$ cat config.mk
export PLATFORM = sky130hd
export DESIGN_NAME = adsr_top
export DESIGN_NICKNAME = d
export VERILOG_FILES = /design/src/hdl/adsr_pkg.sv /design/src/hdl/adsr_sync.sv /design/src/hdl/adsr_flag.sv /design/src/hdl/adsr_top.sv
export SDC_FILE = /design/constraint.sdc
export NUM_CORES = 1
export LEC_CHECK = 0
export BUFFER_PORTS_ARGS = -buffer_cell sky130_fd_sc_hd__clkbuf_2
export CAP_MARGIN = 20
export CORE_UTILIZATION = 48
export CTS_CLUSTER_DIAMETER = 120
export CTS_CLUSTER_SIZE = 14
export DETAILED_ROUTE_END_ITERATION = 6
export HOLD_SLACK_MARGIN = 0.08
export MAX_ROUTING_LAYER = met4
export PLACE_DENSITY = 0.66
export SYNTH_ARGS = -nofsm -noshare
export SYNTH_HDL_FRONTEND = slang
export SYNTH_SLANG_ARGS = --single-unit
$ cat constraint.sdc
create_clock -name REF_CLK -period 4.2 [get_ports REF_CLK]
set_input_delay 0.84 -clock REF_CLK [delete_from_list [all_inputs] [get_ports REF_CLK]]
set_output_delay 0.84 -clock REF_CLK [all_outputs]
set_load 0.05 [all_outputs]
$ cat src/hdl/adsr_pkg.sv
// Package: constants, types and register layout of the analog die control slice
package adsr_pkg;
   // ============================================================
   // Register addresses (5-bit index)
   localparam logic [4:0] ADDR_IMR = 5'h04;
   localparam logic [4:0] ADDR_IFR = 5'h05;
   localparam logic [4:0] ADDR_RMR = 5'h06;
   localparam logic [4:0] ADDR_SYSTEM_STATUS_REG = 5'h0C;
   // ============================================================
   // Enable and flag bit positions
   localparam int BIT_BUS_EDGE = 5;
   localparam int BIT_OVERTEMP = 4;
   localparam int BIT_UNDERVOLT = 3;
   localparam int BIT_OVERVOLT = 2;
   localparam int BIT_OVERCURRENT = 1;
   localparam int BIT_LOW_TEMP_THRESHOLD_TEST = 7;
   localparam int BIT_OVERVOLT_RESET_ENABLE = 1;
   localparam int BIT_OVERTEMP_RESET_ENABLE = 0;
   localparam int BIT_ST_LINCL = 6;
   localparam int BIT_ST_SWITCHED_SUPPLY_OUTPUT_OC = 5;
   localparam int BIT_ST_UNDERVOLT = 3;
   localparam int BIT_ST_OVERVOLT = 2;
   localparam int BIT_ST_HB_OC = 1;
   localparam int BIT_ST_OVERTEMP = 0;
   // ============================================================
   // Frame layout and counts
   localparam int FRAME_RW_BIT = 15;
   localparam int FRAME_PAR_LSB = 9;
   localparam logic [4:0] FRAME_EDGES = 5'h10;
   localparam logic [4:0] PARITY_EDGE_BEFORE = 5'h06;
   localparam logic [4:0] COUNT_MAX = 5'h1F;
   localparam logic [7:0] BYTE_ZERO = 8'h00;
   localparam logic [4:0] ENABLE_RESET = 5'h00;
   localparam logic [2:0] RMR_RESET = 3'h0;
   localparam int FLAG_COUNT = 6;
   // ============================================================
   // Types
   typedef enum logic [0:0] {
      SPI_IDLE = 1'b0,
      SPI_ACTIVE = 1'b1
   } adsr_spi_state_type;

   typedef struct packed {
      logic overtemp;
      logic undervolt;
      logic overvolt;
      logic hb_overcurrent;
      logic switched_supply_output_overcurrent;
      logic logic_supply_low;
      logic watchdog_timeout;
      logic watchdog_wake;
      logic stop_mode;
      logic lin_current_limit;
   } adsr_cond_type;

   typedef struct packed {
      logic ss_n;
      logic sclk;
      logic mosi;
      logic lin;
      logic rst_n;
   } adsr_link_type;

   // Serial clock idles low, so its synchroniser starts low to avoid a false edge
   localparam adsr_link_type LINK_IDLE = 5'h13;
   localparam adsr_cond_type COND_IDLE = 10'h000;

   // Even parity over direction, address and parity bits
   function automatic logic parity_ok(input logic [6:0] bits);
      return ~(^bits);
   endfunction
endpackage

$ cat src/hdl/adsr_sync.sv
// Two-flop synchroniser for a bundle of asynchronous levels
`timescale 1ns/1ps
`default_nettype none
module adsr_sync #(
   parameter int W = 1,
   parameter logic [W-1:0] INIT = '0
) (
   input wire logic clk,
   input wire logic arst_n,
   input wire logic [W-1:0] d,
   output logic [W-1:0] q
);
   logic [W-1:0] stage1;
   logic [W-1:0] next_stage1;
   logic [W-1:0] next_q;

   always_comb begin
      next_stage1 = d;
      next_q = stage1;
   end

   always_ff @(posedge clk or negedge arst_n) begin
      if (!arst_n) begin
         stage1 <= INIT;
         q <= INIT;
      end else begin
         stage1 <= next_stage1;
         q <= next_q;
      end
   end
endmodule
`default_nettype wire

$ cat src/hdl/adsr_flag.sv
// Sticky event flag: set wins over a write-one clear
`timescale 1ns/1ps
`default_nettype none
module adsr_flag (
   input wire logic clk,
   input wire logic arst_n,
   input wire logic soft_clear,
   input wire logic set,
   input wire logic clear,
   output logic flag
);
   logic next_flag;

   always_comb begin
      // A persisting condition keeps setting, so a write-one clear cannot drop it
      if (soft_clear) begin
         next_flag = 1'b0;
      end else if (set) begin
         next_flag = 1'b1;
      end else if (clear) begin
         next_flag = 1'b0;
      end else begin
         next_flag = flag;
      end
   end

   always_ff @(posedge clk or negedge arst_n) begin
      if (!arst_n) begin
         flag <= 1'b0;
      end else begin
         flag <= next_flag;
      end
   end
endmodule
`default_nettype wire

$ cat src/hdl/adsr_top.sv
// Analog die control slice: SPI slave, interrupt flags and masks, reset routing
`timescale 1ns/1ps
`default_nettype none
module adsr_top
   import adsr_pkg::*;
(
   input wire logic REF_CLK,
   input wire logic ARST_N,
   input wire logic SS_N,
   input wire logic SCLK,
   input wire logic MOSI,
   output logic MISO,
   output logic MISO_OE,
   input wire logic LIN_RX,
   input wire logic OVERTEMP,
   input wire logic UNDERVOLT,
   input wire logic OVERVOLT,
   input wire logic HB_OVERCURRENT,
   input wire logic SWITCHED_SUPPLY_OUTPUT_OVERCURRENT,
   input wire logic LOGIC_SUPPLY_LOW,
   input wire logic WATCHDOG_TIMEOUT,
   input wire logic WATCHDOG_WAKE,
   input wire logic STOP_MODE,
   input wire logic LIN_CURRENT_LIMIT,
   input wire logic RST_PIN_IN,
   output logic RST_PIN_OUT,
   output logic RST_PIN_OE,
   output logic IRQ_PIN_OUT,
   output logic IRQ_PIN_OE,
   output logic INTERNAL_RESET,
   output logic WAKE_MCU,
   output logic WAKE_REGULATOR,
   output logic LOW_TEMP_THRESHOLD
);
   // ============================================================
   // Input synchronisers
   adsr_link_type link_raw;
   adsr_link_type link_s;
   adsr_cond_type cond_raw;
   adsr_cond_type cond;

   assign link_raw = '{ss_n: SS_N, sclk: SCLK, mosi: MOSI, lin: LIN_RX, rst_n: RST_PIN_IN};
   assign cond_raw = '{overtemp: OVERTEMP, undervolt: UNDERVOLT, overvolt: OVERVOLT,
                       hb_overcurrent: HB_OVERCURRENT, switched_supply_output_overcurrent: SWITCHED_SUPPLY_OUTPUT_OVERCURRENT,
                       logic_supply_low: LOGIC_SUPPLY_LOW, watchdog_timeout: WATCHDOG_TIMEOUT,
                       watchdog_wake: WATCHDOG_WAKE, stop_mode: STOP_MODE,
                       lin_current_limit: LIN_CURRENT_LIMIT};

   adsr_sync #(.W($bits(adsr_link_type)), .INIT(LINK_IDLE)) u_link_sync (
      .clk(REF_CLK),
      .arst_n(ARST_N),
      .d(link_raw),
      .q(link_s)
   );

   adsr_sync #(.W($bits(adsr_cond_type)), .INIT(COND_IDLE)) u_cond_sync (
      .clk(REF_CLK),
      .arst_n(ARST_N),
      .d(cond_raw),
      .q(cond)
   );

   // ============================================================
   // Edge detection on synchronised levels
   logic prev_sclk;
   logic prev_lin;
   logic next_prev_sclk;
   logic next_prev_lin;
   logic sclk_rise;
   logic sclk_fall;
   logic lin_fall;
   logic soft_reset;

   assign sclk_rise = ~prev_sclk & link_s.sclk;
   assign sclk_fall = prev_sclk & ~link_s.sclk;
   assign lin_fall = prev_lin & ~link_s.lin;
   assign soft_reset = ~link_s.rst_n;

   always_comb begin
      next_prev_sclk = link_s.sclk;
      next_prev_lin = link_s.lin;
   end

   always_ff @(posedge REF_CLK or negedge ARST_N) begin
      if (!ARST_N) begin
         prev_sclk <= 1'b0;
         prev_lin <= 1'b1;
      end else begin
         prev_sclk <= next_prev_sclk;
         prev_lin <= next_prev_lin;
      end
   end

   // ============================================================
   // Flags and status byte
   logic [4:0] irq_enable;
   logic [2:0] reset_mask;
   logic [FLAG_COUNT-1:0] flag_set;
   logic [FLAG_COUNT-1:0] flag_clear;
   logic [FLAG_COUNT-1:0] flag;
   logic bus_edge_flag;
   logic overtemp_flag;
   logic undervolt_flag;
   logic overvolt_flag;
   logic hb_oc_flag;
   logic switched_supply_output_oc_flag;
   logic overcurrent_flag;
   logic [7:0] status_byte;
   logic [7:0] flags_byte;
   logic [7:0] imr_byte;
   logic [7:0] rmr_byte;
   logic wr_strobe;
   logic [4:0] wr_addr;
   logic [7:0] wr_data;

   assign flag_set = {lin_fall, cond.overtemp, cond.undervolt, cond.overvolt,
                      cond.hb_overcurrent, cond.switched_supply_output_overcurrent};
   assign bus_edge_flag = flag[5];
   assign overtemp_flag = flag[4];
   assign undervolt_flag = flag[3];
   assign overvolt_flag = flag[2];
   assign hb_oc_flag = flag[1];
   assign switched_supply_output_oc_flag = flag[0];
   assign overcurrent_flag = hb_oc_flag | switched_supply_output_oc_flag;

   always_comb begin
      flag_clear = '0;
      if (wr_strobe && wr_addr == ADDR_IFR) begin
         flag_clear[5] = wr_data[BIT_BUS_EDGE];
         flag_clear[4] = wr_data[BIT_OVERTEMP];
         flag_clear[3] = wr_data[BIT_UNDERVOLT];
         flag_clear[2] = wr_data[BIT_OVERVOLT];
      end
      if (wr_strobe && wr_addr == ADDR_SYSTEM_STATUS_REG) begin
         flag_clear[1] = wr_data[BIT_ST_HB_OC];
         flag_clear[0] = wr_data[BIT_ST_SWITCHED_SUPPLY_OUTPUT_OC];
      end
   end

   generate
      for (genvar i = 0; i < FLAG_COUNT; i++) begin : g_flag
         adsr_flag u_flag (
            .clk(REF_CLK),
            .arst_n(ARST_N),
            .soft_clear(soft_reset),
            .set(flag_set[i]),
            .clear(flag_clear[i]),
            .flag(flag[i])
         );
      end
   endgenerate

   always_comb begin
      status_byte = BYTE_ZERO;
      status_byte[BIT_ST_LINCL] = cond.lin_current_limit;
      status_byte[BIT_ST_SWITCHED_SUPPLY_OUTPUT_OC] = switched_supply_output_oc_flag;
      status_byte[BIT_ST_UNDERVOLT] = undervolt_flag;
      status_byte[BIT_ST_OVERVOLT] = overvolt_flag;
      status_byte[BIT_ST_HB_OC] = hb_oc_flag;
      status_byte[BIT_ST_OVERTEMP] = overtemp_flag;
      flags_byte = BYTE_ZERO;
      flags_byte[BIT_BUS_EDGE] = bus_edge_flag;
      flags_byte[BIT_OVERTEMP] = overtemp_flag;
      flags_byte[BIT_UNDERVOLT] = undervolt_flag;
      flags_byte[BIT_OVERVOLT] = overvolt_flag;
      flags_byte[BIT_OVERCURRENT] = overcurrent_flag;
      imr_byte = BYTE_ZERO;
      imr_byte[BIT_BUS_EDGE:BIT_OVERCURRENT] = irq_enable;
      rmr_byte = BYTE_ZERO;
      rmr_byte[BIT_LOW_TEMP_THRESHOLD_TEST] = reset_mask[2];
      rmr_byte[BIT_OVERVOLT_RESET_ENABLE] = reset_mask[1];
      rmr_byte[BIT_OVERTEMP_RESET_ENABLE] = reset_mask[0];
   end

   // ============================================================
   // Enable and reset mask registers
   logic [4:0] next_irq_enable;
   logic [2:0] next_reset_mask;

   always_comb begin
      next_irq_enable = irq_enable;
      next_reset_mask = reset_mask;
      if (soft_reset) begin
         next_irq_enable = ENABLE_RESET;
         next_reset_mask = RMR_RESET;
      end else if (wr_strobe && wr_addr == ADDR_IMR) begin
         next_irq_enable = wr_data[BIT_BUS_EDGE:BIT_OVERCURRENT];
      end else if (wr_strobe && wr_addr == ADDR_RMR) begin
         next_reset_mask = {wr_data[BIT_LOW_TEMP_THRESHOLD_TEST], wr_data[BIT_OVERVOLT_RESET_ENABLE], wr_data[BIT_OVERTEMP_RESET_ENABLE]};
      end
   end

   always_ff @(posedge REF_CLK or negedge ARST_N) begin
      if (!ARST_N) begin
         irq_enable <= ENABLE_RESET;
         reset_mask <= RMR_RESET;
      end else begin
         irq_enable <= next_irq_enable;
         reset_mask <= next_reset_mask;
      end
   end

   // ============================================================
   // SPI slave engine
   adsr_spi_state_type spi_state;
   adsr_spi_state_type next_spi_state;
   logic [4:0] fall_cnt;
   logic [4:0] rise_cnt;
   logic [15:0] frame_in;
   logic [15:0] frame_out;
   logic [4:0] next_fall_cnt;
   logic [4:0] next_rise_cnt;
   logic [15:0] next_frame_in;
   logic [15:0] next_frame_out;
   logic next_miso;
   logic next_miso_oe;
   logic [7:0] read_data;

   assign wr_addr = frame_in[FRAME_RW_BIT-1:FRAME_PAR_LSB+1];
   assign wr_data = frame_in[7:0];
   // Count saturates, so 32 or more edges can never alias to sixteen
   assign wr_strobe = (spi_state == SPI_ACTIVE) && link_s.ss_n && fall_cnt == FRAME_EDGES
                      && !frame_in[FRAME_RW_BIT]
                      && parity_ok(frame_in[FRAME_RW_BIT:FRAME_PAR_LSB]);

   always_comb begin
      unique case (frame_in[4:0])
         ADDR_IMR: read_data = imr_byte;
         ADDR_IFR: read_data = flags_byte;
         ADDR_RMR: read_data = rmr_byte;
         ADDR_SYSTEM_STATUS_REG: read_data = status_byte;
         default: read_data = BYTE_ZERO;
      endcase
   end

   always_comb begin
      next_spi_state = spi_state;
      next_fall_cnt = fall_cnt;
      next_rise_cnt = rise_cnt;
      next_frame_in = frame_in;
      next_frame_out = frame_out;
      next_miso = MISO;
      next_miso_oe = MISO_OE;
      unique case (spi_state)
         SPI_IDLE: begin
            next_miso_oe = 1'b0;
            if (!link_s.ss_n) begin
               next_spi_state = SPI_ACTIVE;
               next_fall_cnt = 5'h00;
               next_rise_cnt = 5'h00;
               next_frame_out = {status_byte, BYTE_ZERO};
               next_miso_oe = 1'b1;
               next_miso = 1'b1;
            end
         end
         SPI_ACTIVE: begin
            if (link_s.ss_n) begin
               next_spi_state = SPI_IDLE;
               next_miso_oe = 1'b0;
            end else begin
               if (sclk_rise) begin
                  if (rise_cnt < FRAME_EDGES) begin
                     next_miso = frame_out[~rise_cnt[3:0]];
                  end
                  if (rise_cnt != COUNT_MAX) begin
                     next_rise_cnt = rise_cnt + 5'h01;
                  end
               end
               if (sclk_fall) begin
                  next_frame_in = {frame_in[14:0], link_s.mosi};
                  if (fall_cnt != COUNT_MAX) begin
                     next_fall_cnt = fall_cnt + 5'h01;
                  end
                  if (fall_cnt == PARITY_EDGE_BEFORE) begin
                     next_frame_out[7:0] = read_data;
                  end
               end
            end
         end
      endcase
   end

   always_ff @(posedge REF_CLK or negedge ARST_N) begin
      if (!ARST_N) begin
         spi_state <= SPI_IDLE;
         fall_cnt <= 5'h00;
         rise_cnt <= 5'h00;
         frame_in <= 16'h0000;
         frame_out <= 16'h0000;
         MISO <= 1'b1;
         MISO_OE <= 1'b0;
      end else begin
         spi_state <= next_spi_state;
         fall_cnt <= next_fall_cnt;
         rise_cnt <= next_rise_cnt;
         frame_in <= next_frame_in;
         frame_out <= next_frame_out;
         MISO <= next_miso;
         MISO_OE <= next_miso_oe;
      end
   end

   // ============================================================
   // Interrupt, reset and wake-up outputs
   logic next_irq;
   logic next_int_reset;
   logic next_wake;

   always_comb begin
      // Wired-low pin, so a request only ever enables the pull-down
      next_irq = |({bus_edge_flag, overtemp_flag, undervolt_flag, overvolt_flag,
                    overcurrent_flag} & irq_enable);
      next_int_reset = cond.logic_supply_low
                       | (cond.overvolt & reset_mask[1])
                       | (cond.overtemp & reset_mask[0])
                       | cond.watchdog_timeout;
      next_wake = cond.stop_mode & ((lin_fall & irq_enable[4]) | cond.watchdog_wake
                                    | cond.logic_supply_low);
   end

   always_ff @(posedge REF_CLK or negedge ARST_N) begin
      if (!ARST_N) begin
         IRQ_PIN_OE <= 1'b0;
         RST_PIN_OE <= 1'b0;
         INTERNAL_RESET <= 1'b0;
         WAKE_MCU <= 1'b0;
         WAKE_REGULATOR <= 1'b0;
      end else begin
         IRQ_PIN_OE <= next_irq;
         RST_PIN_OE <= next_int_reset;
         INTERNAL_RESET <= next_int_reset;
         WAKE_MCU <= next_wake;
         WAKE_REGULATOR <= next_wake;
      end
   end

   assign IRQ_PIN_OUT = 1'b0;
   assign RST_PIN_OUT = 1'b0;
   assign LOW_TEMP_THRESHOLD = reset_mask[2];
endmodule
`default_nettype wire

==> results of run 1 <==
layer usage:
layer  up-vias  global-route usage  part of all wire
met5         -                   -                 0
met3         9              0.0406             0.026
met1      1183               0.254              0.48
li1       1166                   -                 -
met2        31               0.291              0.48
met4         0              0.0703             0.015
kinds of logic after synthesis:
kind of cell / synth area share
xor gates and xnor gates: 0.00642
adders and majority gates: 0.0218
other: 0.000961
buffers and inverters: 0.0372
DFF: 0.593
AOI/OAI and AO/OA: 0.121
muxes: 0.0981
and+or+nand+nor: 0.122
power by group:
group	internal, mW	leakage [nW]	switching, mW	total (mW)
combinational	0.0908	0.671	0.0956	0.186
clock	0.232	0.0999	0.343	0.575
sequential	0.946	1.16	0.0954	1.04
layout make-up:
type | count | area, um^2 | area share
Inverter | 14 | 52.6 | 0.0123
Timing Repair Buffer | 25 | 130 | 0.0306
Clock buffer | 9 | 124 | 0.0291
Multi-Input combinational cell | 193 | 1450 | 0.340
Sequential cell | 92 | 2310 | 0.543
Tap cell | 102 | 128 | 0.0300
Clock inverter | 7 | 65.1 | 0.0153
worst register-to-register path: cells and delay by family, from the launching register on:
| family | cells | cell delay [ns] |
|---|---|---|
| and+or+nand+nor | 3 | 0.95 |
| DFF | 1 | 0.43 |
| adders and majority gates | 2 | 0.39 |
| muxes | 1 | 0.15 |
| AOI/OAI and AO/OA | 1 | 0.15 |
final timing paths:
kind,startpoint,end,slack (ns)
setup / recovery,fall_cnt[0],fall_cnt[3],2.05
hold / removal,u_cond_sync.next_q[3],u_cond_sync.q[3],0.35
setup reg to reg,fall_cnt[0],fall_cnt[3],2.05
hold reg to reg,u_cond_sync.next_q[3],u_cond_sync.q[3],0.35
max in group asynchronous,ARST_N,u_link_sync.next_q[0],2.72
min in group asynchronous,ARST_N,fall_cnt[3],0.53
synth_stat cells (3+ instances only):
| cell | number | area [um^2] |
|---|---|---|
| o21ai_0 | 25 | 125 |
| nand2b_1 | 6 | 37.5 |
| and3_1 | 6 | 37.5 |
| buf_2 | 5 | 25.0 |
| a22o_1 | 7 | 61.3 |
| nor3b_1 | 5 | 37.5 |
| clkinv_1 | 3 | 11.3 |
| nand3b_1 | 3 | 22.5 |
| dfrtp_1 | 84 | 2100 |
| nand3_1 | 10 | 50.1 |
| nor2b_1 | 5 | 31.3 |
| buf_4 | 5 | 37.5 |
| nand2_1 | 17 | 63.8 |
| inv_1 | 11 | 41.3 |
| o21a_1 | 4 | 30.0 |
| dfstp_2 | 8 | 210 |
| a21oi_1 | 11 | 55.1 |
| ha_1 | 6 | 75.1 |
| mux2_2 | 22 | 248 |
| a31oi_1 | 6 | 37.5 |
| mux2i_1 | 9 | 90.1 |
| nand4_1 | 5 | 31.3 |
| nor2_1 | 8 | 30.0 |
sequential cells by signal (all words and copies together), names as in the netlist, 3 cells and up:
name,count
rise_cnt,5
u_cond_sync.q,10
u_link_sync.q,5
g_flag.u_flag.flag,6
frame_in,16
frame_out,14
u_cond_sync.next_q,10
fall_cnt,5
irq_enable,5
u_link_sync.next_q,5
reset_mask,3
per-stage QoR:
step	cells	hold WS [ns]
floorplan	313	0.331
global placement	426	0.332
detailed placement	426	0.335
CTS	442	0.359
global route	442	0.362
finish	442	0.355
==> results.yml, run 1 <==
global_routing:
  grt_max_degree: 63
  antenna_found_initial: 0
  grt_pass1_vias: 2415
  grt_usage: 0.191
  grt.overflow.total: 0
  grt_pass1_wl_um: 12100
timing:
  fin_crit_sh: 0.511
  slew_violations: 0
  max_freq_mhz: 466
  setup_viol: 0
  tns_ns: 0
  period_minus_slack_ns: 2.15
  rsz0062_at_grt: "no"
  slew_headroom: 0.449
  finalClockSkew_ns: 0.00854
  hold_violations: 0
  worstMarginPinSlew_ns: 0.827
  fin_ws_ns: 2.05
layout:
  final_common_cell: "dfrtp_1"
  fillers: 673
  drive_gt1_frac: 0.241
  design_area_um2: 4260
  syn_to_final_growth_pct: 9.17
  mostFrequentLayoutCells: "84 x dfrtp_1, 25 x o21ai_0, 23 x clkbuf_2, 22 x mux2_2, 17 x nand2_1"
  fin_util: 0.546
  fin_nets: 358
  n_antenna_cell: 0
drt:
  ant_nets: 0
  finalWirelength_um: 6930
  drtIter0Drc: 108
  via_count: 2389
  firstDrtPassIters: 4
  vias_per_cell: 5.40
  drc: 0
  routedWlPerCell_um: 15.7
synth:
  synth_flop_cell: "dfrtp_1"
  async_flop_share: 1.00
  seq_area_frac_synth: 0.593
  ys_ff_latch: 92
  netlist_area_um2: 3900
  synth_cell_types: 56
  synth.avg_cell_area_um2: 12.5
  synth_edf_count: 0
  synth_warnings: 0
  syn_inst: 312
floorplan:
  die_height_um: 92.2
  start_util: 0.500
  core_area_um2: 7810
  rows: 32
  die_area_um2: 8490
  die_w_um: 92.2
  ios: 27
cts:
  cts.sinks: 92
  ctsHoldBuffers: 0
  clk_pin_slew_ns: 0.10
  post_cts_resize_count: 0
  root_buffer: "clkbuf_8"
  h-tree-depth: 3
  clk_latency_ns: 0.36
  cts-buffers-inserted: 9
  cts_tree: "done"
  cts_buffer_depth: 2
  cts_setup_buffers: 0
status:
  status: "finished clean"
worst_setup_path:
  crit_path_start_kind: "flip-flop"
  crit_cells: 7
  cp_max_fo: 7
  rr_worst_depth: 7
  path_buf_inv: 0
  crit_chain: "ha_1 > and3_1 > ha_1 > nor3b_1 > nand4_1 > mux2i_1 > o21ai_0"
  critical_path_class: "reg -> reg"
  critPathArrivalTime_ns: 2.43
  cp_top_family: "simple AND/OR/NAND/NOR gates"
  cpMaxStageDelayCell: "nor3b_1"
  critPathMostFrequentCell: "ha_1"
  critPathMaxStageDelay_ns: 0.60
  cp.required_ns: 4.48
  end_kind: "flip-flop"
place:
  pre_cts_ws_ns: 2.05
  io_buffers: 24
  post_dp_cell_area_um2: 4070
  dpl.hpwl_um: 4860
  gp_congestion: 0.784
power:
  p_leak_nw: 1.93
  p_per_area_nw_per_um2: 423
  total_power_mw: 1.80
  vdd_drop_max_mv: 0.193
flow_run:
  max-cap-violations: 0
min_path:
  min_delay_path_depth: 0
  hp-class: "reg -> reg"
Power figures use the tool's default switching activity.
==> run 2: changes to the inputs <==
PLACE_DENSITY = 0.68   (was 0.66)
clock period = 1.9 ns   (was 4.2 ns; I/O delays follow)
==> run 2 against run 1 <==
  * Global-route usage is 0.28 points higher
  * Combinational power grew to 3.0 times the previous value
  * Sequential power is 110% higher
  * Routed wire length is 2.3% higher
  * First-iteration DRC count is 23% higher
==> results.yml, run 2 (same netlist as run 1, synthesis figures left out) <==
status:
  status: "finished clean"
place:
  post_dp_cell_area_um2: 4210
  gp_congestion: 0.824
  dpl.hpwl_um: 5110
  io_buffers: 24
  pre_cts_ws_ns: 0.0401
worst_setup_path:
  rr_worst_depth: 7
  cp_top_family: "simple AND/OR/NAND/NOR gates"
  end_kind: "flip-flop"
  reg2reg_to: "frame_out[0]"
  crit_chain: "inv_2 > ha_1 > and4bb_2 > and3b_2 > o21ai_4 > buf_4 > a221o_1"
  crit_path_start_kind: "flip-flop"
  reg2reg_from: "fall_cnt[0]"
  crit_start: "fall_cnt[0]"
  r2r_setup_slack_ns: 0.09
  critPathMaxStageDelay_ns: 0.43
  cp.required_ns: 2.16
  critical_path_class: "reg -> reg"
  cp_max_fo: 7
  path_buf_inv: 2
  cpMaxStageDelayCell: "dfrtp_1"
  critPathArrivalTime_ns: 2.07
layout:
  reg_top3: "frame_in x16, frame_out x14"
  largest_reg_flops: 16
  fin_nets: 381
  syn_to_final_growth_pct: 14.6
  final_common_cell: "dfrtp_1"
  mostFrequentLayoutCells: "84 x dfrtp_1, 24 x o21ai_0, 23 x clkbuf_2, 22 x mux2_2, 19 x buf_4"
  drive_gt1_frac: 0.284
  n_antenna_cell: 0
  largest-register: "frame_in"
  design_area_um2: 4470
global_routing:
  grt_pass1_wl_um: 12200
  grt_usage: 0.194
  antenna_found_initial: 0
  grt.overflow.total: 0
  grt_pass1_vias: 2507
  grt_max_degree: 57
cts:
  cts_buffer_depth: 2
  clk_pin_slew_ns: 0.10
  cts.sinks: 92
  cts-buffers-inserted: 9
  root_buffer: "clkbuf_8"
  cts_tree: "done"
  h-tree-depth: 3
  clk_latency_ns: 0.37
floorplan:
  die_height_um: 92.2
  die_area_um2: 8490
  rows: 32
  core_area_um2: 7810
  ios: 27
  die_w_um: 92.2
  start_util: 0.500
timing:
  fin_crit_sh: 0.953
  hold_violations: 0
  period_minus_slack_ns: 1.81
  finalClockSkew_ns: 0.0112
  max_freq_mhz: 552
  worstMarginPinSlew_ns: 0.544
  slew_headroom: 0.634
  slew_violations: 0
  tns_ns: 0
  setup_viol: 0
  rsz0062_at_grt: "no"
  fin_ws_ns: 0.0895
power:
  p_leak_nw: 2.05
  p_per_area_nw_per_um2: 913
  vdd_drop_max_mv: 0.538
drt:
  routedWlPerCell_um: 15.2
  drtIter0Drc: 133
  via_count: 2472
  drc: 0
  finalWirelength_um: 7090
  vias_per_cell: 5.32
  firstDrtPassIters: 4
  ant_nets: 0
min_path:
  hp-class: "in -> reg"
  min_from: "OVERTEMP"
  worstHoldEndpoint: "u_cond_sync.next_q[9]"
  min_delay_path_depth: 1
flow_run:
  max-cap-violations: 0
-- run 2: changes by cell type in the layout (fill, tap and decap cells not counted), sizes merged --
cell,previous run,this run
buf,2,20
dlygate4sd3,0,5
-- run 2: worst max-delay path by stage --
stage                              end  slack [ns]  cells past startpoint
after floorplan            fall_cnt[3]        0.02                      7
after global placement     rise_cnt[3]        0.12                      7
after detailed placement  frame_out[7]        0.04                      6
after CTS                 frame_out[7]        0.03                      6
after global routing      frame_out[0]       0.003                      7
final                     frame_out[0]        0.09                      7
-- run 2: area by class of cell --
type	count	area (um^2)
timing repair buffer	48	328
tap	102	128
sequential	92	2310
fill	652	3340
clock buffer	9	124
clock inverter	7	73.8
multi-input combinational	193	1450
inverter	14	52.6
-- run 2: what timing repair did --
item	in CTS	in global routing
endpoints found under the setup margin	0	3
setup buffers	0	1
resized for setup	0	4
hold buffers	4	1
hold endpoints to repair	27	1
-- run 2: per-stage QoR --
step / total power [mW] / hold slack, ns / cells / util
6_report: 4.08 / 0.103 / 465 / 0.573
3_5_place_dp: 2.82 / 0.324 / 443 / 0.539
3_3_place_gp: 2.80 / 0.324 / 443 / 0.539
5_1_grt: 4.29 / 0.0827 / 465 / 0.573
2_1_floorplan: 2.62 / 0.0844 / 313 / -
4_1_cts: 4.13 / 0.0902 / 463 / 0.570
-- run 2: metal layers --
layer	up-vias	global-route usage	share of wire
met2	35	0.307	0.48
met3	12	0.0448	0.028
met1	1216	0.246	0.47
met4	0	0.0703	0.016
li1	1209	-	-
met5	-	-	0
-- run 2: power by group --
group	internal, mW	switching [mW]
Sequential	2.09	0.132
Combinational	0.260	0.301
Clock	0.525	0.772
Total	2.88	1.20
